[src/hw/lmef_pkg.sv]
package lmef_pkg;

  // Register bus
  localparam int          ADDR_W       = 8;
  localparam int          DATA_W       = 16;
  localparam logic [7:0]  OFS_FLAGS    = 8'h00;
  localparam logic [7:0]  OFS_IRQ_STAT = 8'h04;
  localparam logic [7:0]  OFS_IRQ_MASK = 8'h08;
  localparam logic [7:0]  OFS_SW_CAPT  = 8'h0C;

  // Detailed error word layout
  localparam int          BIT_SPEED    = 4;
  localparam int          BIT_PLACE    = 6;
  localparam int          BIT_SWCHG    = 8;
  localparam int          BIT_HWERR    = 15;
  localparam logic [15:0] FLAGS_IMPL   = 16'h8150;
  localparam logic [15:0] FLAGS_RST    = 16'h0000;
  localparam logic [15:0] MASK_RST     = 16'h0000;

  // Selector switch bundle: {op_mode[1:0], four_point, speed[1:0]}
  localparam int          SPEED_W      = 2;
  localparam int          OPMODE_W     = 2;
  localparam int          SW_W         = SPEED_W + 1 + OPMODE_W;
  localparam int          SW_FOUR_PT   = SPEED_W;
  localparam logic [3:0]  SPEED_OK_RST = 4'h7;

  // Remote-device station window
  localparam int          STN_W        = 7;
  localparam logic [6:0]  RD_STN_MIN   = 7'h31;
  localparam logic [6:0]  RD_STN_MAX   = 7'h40;

  // Cycles after reset release before the captured switch image is trusted
  localparam logic [1:0]  CAPT_DELAY   = 2'h3;

endpackage : lmef_pkg

[src/hw/lmef_sw_if.sv]
`timescale 1ns/1ps
interface lmef_sw_if;
  import lmef_pkg::*;
  logic [SW_W-1:0] live;
  logic [SW_W-1:0] capt;
  logic            capt_valid;
  logic            differ;

  modport mon  (output live, output capt, output capt_valid, output differ);
  modport core (input live, input capt, input capt_valid, input differ);
endinterface : lmef_sw_if

[src/hw/lmef_flags.sv]
`timescale 1ns/1ps
module lmef_flags
  import lmef_pkg::*;
#(
  parameter logic [3:0] SPEED_OK = lmef_pkg::SPEED_OK_RST
) (
  input  wire logic                        ref_clk_in,
  input  wire logic                        sys_rst_in,
  input  wire logic [lmef_pkg::SW_W-1:0]   sw_pins_in,
  input  wire logic                        operating_in,
  input  wire logic                        rd_present_in,
  input  wire logic [lmef_pkg::STN_W-1:0]  rd_station_in,
  input  wire logic                        loopback_done_in,
  input  wire logic                        loopback_fail_in,
  input  wire logic [lmef_pkg::ADDR_W-1:0] reg_addr_in,
  input  wire logic [lmef_pkg::DATA_W-1:0] reg_wdata_in,
  input  wire logic                        reg_wr_in,
  input  wire logic                        reg_rd_in,
  output logic      [lmef_pkg::DATA_W-1:0] reg_rdata_out,
  output logic      [lmef_pkg::DATA_W-1:0] err_flags_out,
  output logic                             irq_out
);
  import lmef_pkg::*;

  lmef_sw_if sw ();

  // One register per flag so that each has a single process driving it
  logic              speed_q;
  logic              place_q;
  logic              swchg_q;
  logic              hwerr_q;
  logic [DATA_W-1:0] flags_w;
  logic [DATA_W-1:0] flags_prev_q;
  logic [DATA_W-1:0] irq_stat_q;
  logic [DATA_W-1:0] irq_mask_q;
  logic [DATA_W-1:0] rdata_q;
  logic              speed_bad;
  logic              place_bad;
  logic              stn_out;

  function automatic logic stn_outside(input logic [STN_W-1:0] stn);
    return (stn < RD_STN_MIN) || (stn > RD_STN_MAX);
  endfunction

  function automatic logic hit(input logic [ADDR_W-1:0] a, input logic [7:0] ofs);
    return a == ofs;
  endfunction

  ////////////////////////////////////////////////////////////////////////////
  // Switch capture
  lmef_sw_mon u_sw_mon (
    .ref_clk_in (ref_clk_in),
    .sys_rst_in (sys_rst_in),
    .sw_pins_in (sw_pins_in),
    .sw         (sw.mon)
  );

  ////////////////////////////////////////////////////////////////////////////
  // Condition detection
  // Speed and point mode come from the power-on image: a new setting only
  // takes effect after a reset.
  always_comb begin
    speed_bad = sw.capt_valid && !SPEED_OK[sw.capt[SPEED_W-1:0]];
    stn_out   = stn_outside(rd_station_in);
    place_bad = sw.capt_valid && rd_present_in
                && (stn_out || sw.capt[SW_FOUR_PT]);
  end

  ////////////////////////////////////////////////////////////////////////////
  // Bit 4: set by condition, held until reset
  always_ff @(posedge ref_clk_in) begin
    if (sys_rst_in) begin
      speed_q <= 1'b0;
    end else if (speed_bad) begin
      speed_q <= 1'b1;
    end
  end

  ////////////////////////////////////////////////////////////////////////////
  // Bit 6: set by condition, held until reset
  always_ff @(posedge ref_clk_in) begin
    if (sys_rst_in) begin
      place_q <= 1'b0;
    end else if (place_bad) begin
      place_q <= 1'b1;
    end
  end

  ////////////////////////////////////////////////////////////////////////////
  // Bit 8: switch changed during operation, clears on match
  always_ff @(posedge ref_clk_in) begin
    if (sys_rst_in) begin
      swchg_q <= 1'b0;
    end else if (sw.differ && operating_in) begin
      swchg_q <= 1'b1;
    end else if (!sw.differ) begin
      swchg_q <= 1'b0;
    end
  end

  ////////////////////////////////////////////////////////////////////////////
  // Bit 15: hardware fault from loop-back test, no automatic clear
  always_ff @(posedge ref_clk_in) begin
    if (sys_rst_in) begin
      hwerr_q <= 1'b0;
    end else if (loopback_done_in && loopback_fail_in) begin
      hwerr_q <= 1'b1;
    end
  end

  ////////////////////////////////////////////////////////////////////////////
  // Word assembly: reserved and foreign bit positions are tied low
  always_comb begin
    flags_w            = FLAGS_RST;
    flags_w[BIT_SPEED] = speed_q;
    flags_w[BIT_PLACE] = place_q;
    flags_w[BIT_SWCHG] = swchg_q;
    flags_w[BIT_HWERR] = hwerr_q;
  end

  assign err_flags_out = flags_w & FLAGS_IMPL;

  ////////////////////////////////////////////////////////////////////////////
  // Interrupt status: rising flag edges, write one to clear, set wins
  always_ff @(posedge ref_clk_in) begin
    if (sys_rst_in) begin
      flags_prev_q <= FLAGS_RST;
    end else begin
      flags_prev_q <= flags_w & FLAGS_IMPL;
    end
  end

  always_ff @(posedge ref_clk_in) begin
    if (sys_rst_in) begin
      irq_stat_q <= '0;
    end else begin
      irq_stat_q <= ((reg_wr_in && hit(reg_addr_in, OFS_IRQ_STAT))
                     ? (irq_stat_q & ~reg_wdata_in) : irq_stat_q)
                    | (flags_w & FLAGS_IMPL & ~flags_prev_q);
    end
  end

  always_ff @(posedge ref_clk_in) begin
    if (sys_rst_in) begin
      irq_mask_q <= MASK_RST;
    end else if (reg_wr_in && hit(reg_addr_in, OFS_IRQ_MASK)) begin
      irq_mask_q <= reg_wdata_in & FLAGS_IMPL;
    end
  end

  assign irq_out = |(irq_stat_q & irq_mask_q);

  ////////////////////////////////////////////////////////////////////////////
  // Register read port; the flag word has no write path
  always_ff @(posedge ref_clk_in) begin
    if (sys_rst_in) begin
      rdata_q <= '0;
    end else if (reg_rd_in) begin
      unique case (reg_addr_in)
        OFS_FLAGS:    rdata_q <= flags_w & FLAGS_IMPL;
        OFS_IRQ_STAT: rdata_q <= irq_stat_q;
        OFS_IRQ_MASK: rdata_q <= irq_mask_q;
        OFS_SW_CAPT:  rdata_q <= {{(DATA_W-SW_W){1'b0}}, sw.capt};
        default:      rdata_q <= '0;
      endcase
    end else begin
      rdata_q <= '0;
    end
  end

  assign reg_rdata_out = rdata_q;
endmodule : lmef_flags

[src/hw/lmef_sw_mon.sv]
`timescale 1ns/1ps
module lmef_sw_mon
  import lmef_pkg::*;
(
  input  wire logic                      ref_clk_in,
  input  wire logic                      sys_rst_in,
  input  wire logic [lmef_pkg::SW_W-1:0] sw_pins_in,
  lmef_sw_if.mon                         sw
);
  import lmef_pkg::*;

  logic [SW_W-1:0] meta_q;
  logic [SW_W-1:0] sync_q;
  logic [SW_W-1:0] capt_q;
  logic [1:0]      wait_q;
  logic            valid_q;

  ////////////////////////////////////////////////////////////////////////////
  // Two-stage synchroniser for the switch pins
  always_ff @(posedge ref_clk_in) begin
    if (sys_rst_in) begin
      meta_q <= '0;
      sync_q <= '0;
    end else begin
      meta_q <= sw_pins_in;
      sync_q <= meta_q;
    end
  end

  ////////////////////////////////////////////////////////////////////////////
  // Power-on capture once the synchroniser has filled
  always_ff @(posedge ref_clk_in) begin
    if (sys_rst_in) begin
      wait_q  <= 2'h0;
      valid_q <= 1'b0;
      capt_q  <= '0;
    end else if (!valid_q) begin
      if (wait_q == CAPT_DELAY - 2'h1) begin
        valid_q <= 1'b1;
        capt_q  <= sync_q;
      end else begin
        wait_q <= wait_q + 2'h1;
      end
    end
  end

  assign sw.live       = sync_q;
  assign sw.capt       = capt_q;
  assign sw.capt_valid = valid_q;
  assign sw.differ     = valid_q && (sync_q != capt_q);
endmodule : lmef_sw_mon
[config.mk]
export PLATFORM = sky130hd
export DESIGN_NAME = lmef_flags
export DESIGN_NICKNAME = d
export VERILOG_FILES = /design/src/hw/lmef_pkg.sv /design/src/hw/lmef_sw_if.sv /design/src/hw/lmef_flags.sv /design/src/hw/lmef_sw_mon.sv
export SDC_FILE = /design/constraint.sdc
export NUM_CORES = 1
export LEC_CHECK = 0
export BUFFER_PORTS_ARGS = -buffer_cell sky130_fd_sc_hd__buf_2
export CORE_MARGIN = 2
export CORE_UTILIZATION = 34
export CTS_BUF_LIST = sky130_fd_sc_hd__clkbuf_4
export DETAILED_ROUTE_END_ITERATION = 16
export SYNTH_ARGS = -nofsm -noshare
export SYNTH_HDL_FRONTEND = slang
export SYNTH_SLANG_ARGS = --single-unit
[constraint.sdc]
create_clock -name ref_clk_in -period 3.04 [get_ports ref_clk_in]
set_clock_uncertainty 0.15 [all_clocks]
set_input_delay 0.152 -clock ref_clk_in [delete_from_list [all_inputs] [get_ports ref_clk_in]]
set_output_delay 0.152 -clock ref_clk_in [all_outputs]
set_load 0.02 [all_outputs]
Yosys cells after proc, flatten, opt, wreduce, memory -nomap -nowiden
Index checks and enable logic that the tools add are counted.
{ "classes": {"addsub": 1, "n_lt_le_gt_ge": 3, "eq_ne": 6, "n_mux": 8, "n_bitwise": 9, "n_reduce_logical": 16} }
{ "op_table": {"columns": ["op", "count"], "rows": [
  ["$pmux W16 S4", 1],
  ["$and A16 B16 Y16", 3],
  ["$not A16 Y16", 2],
  ["$eq A8 B4 Y1 const B", 2],
  ["$mux W16", 1],
  ["$or A16 B16 Y16", 1],
  ["$reduce_or A16 Y1", 1],
  ["$eq A8 B3 Y1 const B", 1],
  ["$logic_and A1 B1 Y1", 8],
  ["$logic_not A8 Y1", 1],
  ["$gt A7 B7 Y1 const B", 1],
  ["$lt A7 B6 Y1 const B", 1],
  ["$mux W1", 5],
  ["$ne A5 B5 Y1", 1],
  ["$reduce_and A2 Y1", 2],
  ["$lt A2 B3 Y1 const B", 1],
  ["$not A1 Y1", 3],
  ["$add A2 B1 Y2 const B", 1],
  ["$bmux W1 S2", 1],
  ["$eq A2 B2 Y1 const B", 1],
  ["$logic_or A1 B1 Y1", 2],
  ["$ne A2 B1 Y1 const B", 1],
  ["$reduce_or A2 Y1", 1],
  ["$logic_not A1 Y1", 1]
]} }
{ "word_totals": {"reg_bits": 74, "input_bits": 44, "out_inout_bits": 33, "elab_cells": 57} }

Logic depth before layout (Yosys ltp)
{ "depth": {"depth_word": 4, "ltp_mapped": 6, "mapped_depth_nobuf": 5} }

Cells and area by module
Synthesis repeated with hierarchy kept, for this count alone.
{ "hier_totals": {"hier_cells": 231, "hier_area_um2": 2409.8} }
{ "by_module_without_submodules": {"columns": ["module", "n_inst", "cells_each", "area_each_um2", "seq_area_each_um2"], "rows": [
  ["lmef_flags", 1, 175, 1785.5, 880.8],
  ["lmef_sw_mon", 1, 56, 624.3, 360.3]
]} }

Least setup slack after synthesis
OpenSTA, ideal clock, no wires.
{ "synth_timing": {"kind": "input to register", "startpoint": "input port reg_addr_in[5] (netlist name)", "endpoint": "register irq_stat_q[10]", "t_arrival_ns": 1.307, "required_time_ns": 2.774, "slack_ns": 1.467, "path_stages": 4, "n_path_buf": 1, "path_cell_list": "or4_4 nor4_4 buf_6 a21oi_1"} }
{ "synth_via": {"elab_chain_len": 4} }
{ "synth_lines": {"columns": ["element", "line_no", "rtl"], "rows": [
  ["start, declared", "lmef_flags.sv:15", "input wire logic [lmef_pkg::ADDR_W-1:0] reg_addr_in,"],
  ["$eq A8 B3 Y1", "lmef_flags.sv:46", "return a == ofs;"],
  ["$logic_and A1 B1 Y1", "lmef_flags.sv:137", "irq_stat_q <= ((reg_wr_in && hit(reg_addr_in, OFS_IRQ_STAT))"],
  ["$mux W16", "lmef_flags.sv:138", "? (irq_stat_q & ~reg_wdata_in) : irq_stat_q)"],
  ["$or A16 B16 Y16", "lmef_flags.sv:139", "| (flags_w & FLAGS_IMPL & ~flags_prev_q);"],
  ["end signal, assigned", "lmef_flags.sv:137", null],
  ["end, declared", "lmef_flags.sv:34", "logic [DATA_W-1:0] irq_stat_q;"]
]} }
No other way between the ends.
A chain may end at the register's enable or synchronous reset.

Worst setup path in the final report
{ "layout_timing": {"startpoint": "input port reg_addr_in[5] (netlist name)", "endpoint": "register irq_stat_q[1]"} }
Same word-level chain as after synthesis.

==> impl_results.md <==
* Critical-path top delay cell: nor4_4
* RSZ-0062 raised after global routing: false
* TritonCTS clock tree: done
* Worst Tran Pin Value at around 870 ps
* Hold-critical path depth at 4
* DRT iter0 DRCs at 52
* Pint at 1360 µW
* Layout Nets at 370
* Postcts setup bufs at 0
* Reg power frac at roughly half
* Antenna Nets Post-Route at 0
* Die W at 87.1 µm
* Slew headroom at 41.8%
* Die height at 87.1 µm
* Global route overflow at 0
* Post-synth top area share at 52.8%
* Clock Latency Late Sink at approximately 390 ps
* Yosys cell types at 35
* Maxcap violations at 0
* CP required at 3130 ps
* Crit-path cells: buf_2 -> or4_4 -> nor4_4 -> a21oi_1
* # setup viols final at 0
* Num CTS Buffers at 9
* Initial antenna violation count at 0
* Most frequent cell after synthesis: dfxtp_1
* Combinational power share at 12.0%
* Post-placement cell count at 367
* Vias per inst at about 4.4
* Initial Util at a little over a third
* Netlist Area Pre-Place at 0.00235 mm²
* Post-Synthesis Cells at 236
* Clock transition at path regs at 90 ps
* Vias in the first global route at 1723
* Worst stage delay on the critical path at 740 ps
* Die area at 0.00759 mm²
* Worst reg-to-reg path cell count at 5
* Post-synth top area cell: dfxtp_1
* CP bufs+invs at 1
* Top FF cell, synth: dfxtp_1
* Pwr Density at 574 mW/mm²
* CP arrival at 1750 ps
* F_max at 603 MHz
* Final Critical Period at approximately 1700 ps
* Pins Over Slew Limit at 0
* Final hold violations at 0
* Via Count at 1815
* Fraction of layout cells with a size suffix above 1 at 26.4%
* Port bufs at 64
* Async set or reset register ratio after synthesis at 0%
* CP top delay family: simple AND/OR/NAND/NOR gates
* Critical Path Stages at 4
* Max IR drop VDD at ~0.31 mV
* Row count at 30
* Post-route clock period utilization at 54.6%
* Post-Layout Cell Count at around 400
* Static leakage at ~0.0014 µW
* Wire per inst at about 12 µm
* Router iterations before antenna repair at 5
* Post-CTS Resized at 0
* Crit end category: register
* WS Path Type: in -> reg
* Status: completed
* Mean post-synth cell area at 9.96 µm²
* Drt total wl at 4.83 mm
* IO Count at 77
* Worst-case clock buffer depth at 2
* Gr usage total at 13.0%
* Commonest cells in the netlist: 62 x dfxtp_1, 25 x nor2b_1, 22 x nand2_1
* Critical Path Source Type: input port
* Clk network pwr share at between 30% and 40%
* Worst min-delay path category: in -> reg
* Fill cell count at 660
* Routability congestion estimate at 0.760
* Hold Buf Count CTS at 27
* First-pass GRT wire length at about 7.5 mm
* Seq cells post-synth at 62
* HPWL Detailed at 3.42 mm
* Ranking of synthesized cells by area: dfxtp_1 53%, mux2i_1 7.2%, nor2b_1 6.7%, buf_4 5.1%, a21oi_1 3.8%
* Psw at 419 µW
* Htree depth at 3
* Reg-to-reg slack, setup at around 1400 ps
* Largest net degree at the start of global routing at 27
* Post-synthesis sequential area ratio at 52.8%
* # clock sinks at 62
* Core box area at 0.00676 mm²
* DRC at 0
* Area Growth Syn to Fin at 32.4%
* YS warnings at 0
* Maximum fanout along the worst path at 16
* Post-route setup TNS at 0 ps
* EDFF count, synth at 0
* Sw Share at 23.5%
* ANT cells at 0
* Root Buffer: clkbuf_4
-- through the flow --
step	hold WS [ps]	setup slack, ps	area, µm²	power (µW)	utilization [%]
floorplan	89.0	1470	2390	1030	-
global placement	176	1010	2660	1070	39.4
detailed placement	184	962	2660	1080	39.4
CTS	44.5	1400	3110	1810	46.0
global route	62.4	1300	3110	1860	46.0
finish	39.7	1380	3110	1780	46.0
-- worst reg2reg max path, stage by stage, from the launching register on --
cell     delay [ps]
dfxtp_1         330
inv_1            60
ha_1            160
nor2b_1         480
mux2i_1         250
nor2_1           50
-- layout make-up --
cell class	instances	area, µm²	area share (%)
clock buffers	9	67.6	2.17
clock inverters	7	113	3.62
inverters	2	7.51	0.241
multi-input cells	157	976	31.4
flip-flops and latches	62	1240	39.9
well taps	80	100	3.22
repair buffers	93	606	19.5
-- cells in the final DEF (no fill, tap or decap), drive strengths merged, types with 3 or more instances in the layout --
master       Yosys  final
nand2           22     22
a21oi           18     18
conb             1     12
and2             8      8
xor2             3      3
xnor2            3      3
buf             19     66
bufinv           0      3
clkinv           1      5
nor4             4      4
nor2b           25     25
dlygate4sd3      0     27
o21ai            4      4
clkbuf           7      9
mux2i           17     17
a2bb2oi          3      3
nor2            20     20
dfxtp           62     62
-- layer usage --
layer	GRT usage, %	part of all wire [%]	vias up
li1	-	-	942
met1	14.9	47	801
met2	22.2	46	63
met3	5.02	6.8	9
met4	3.92	1.1	0
met5	0	0	-
-- registers in the layout, summed over array words and instances (netlist names) --
register	flops
reg_rdata_out	16
u_sw_mon.wait_q	2
u_sw_mon.meta_q	5
u_sw_mon.sw.capt	5
swchg_q	1
irq_mask_q	4
u_sw_mon.sw.capt_valid	1
place_q	1
flags_prev_q	4
speed_q	1
hwerr_q	1
irq_stat_q	16
u_sw_mon.sw.live	5
-- power by group through the flow --
stage          registers, µW  logic (µW)  clock network (µW)
3_5_place_dp             889         188                   0
6_report                 870         213                 701
2_1_floorplan            882         150                   0
4_1_cts                  870         215                 722
3_3_place_gp             888         182                   0
5_1_grt                  875         236                 754
-- path summary, 6_finish.rpt --
kind | to | from
worst max-delay path | irq_stat_q[1] | reg_addr_in[5]
worst min-delay path | place_q | rd_station_in[0]
worst max register to register | u_sw_mon.sw.capt[0] | u_sw_mon.wait_q[0]
worst min register to register | irq_stat_q[7] | irq_stat_q[7]
-- cells by family after synthesis --
kind of cell | count (synthesis) | share of synthesized area (%)
flops | 62 | 52.8
xor+xnor | 6 | 2.24
simple gates | 88 | 20.7
fa+ha+maj | 1 | 0.532
mux | 18 | 8.20
other cells | 1 | 0.160
compound gates | 32 | 7.93
buf+inv | 28 | 7.40
(Power assumes the default switching activity.)
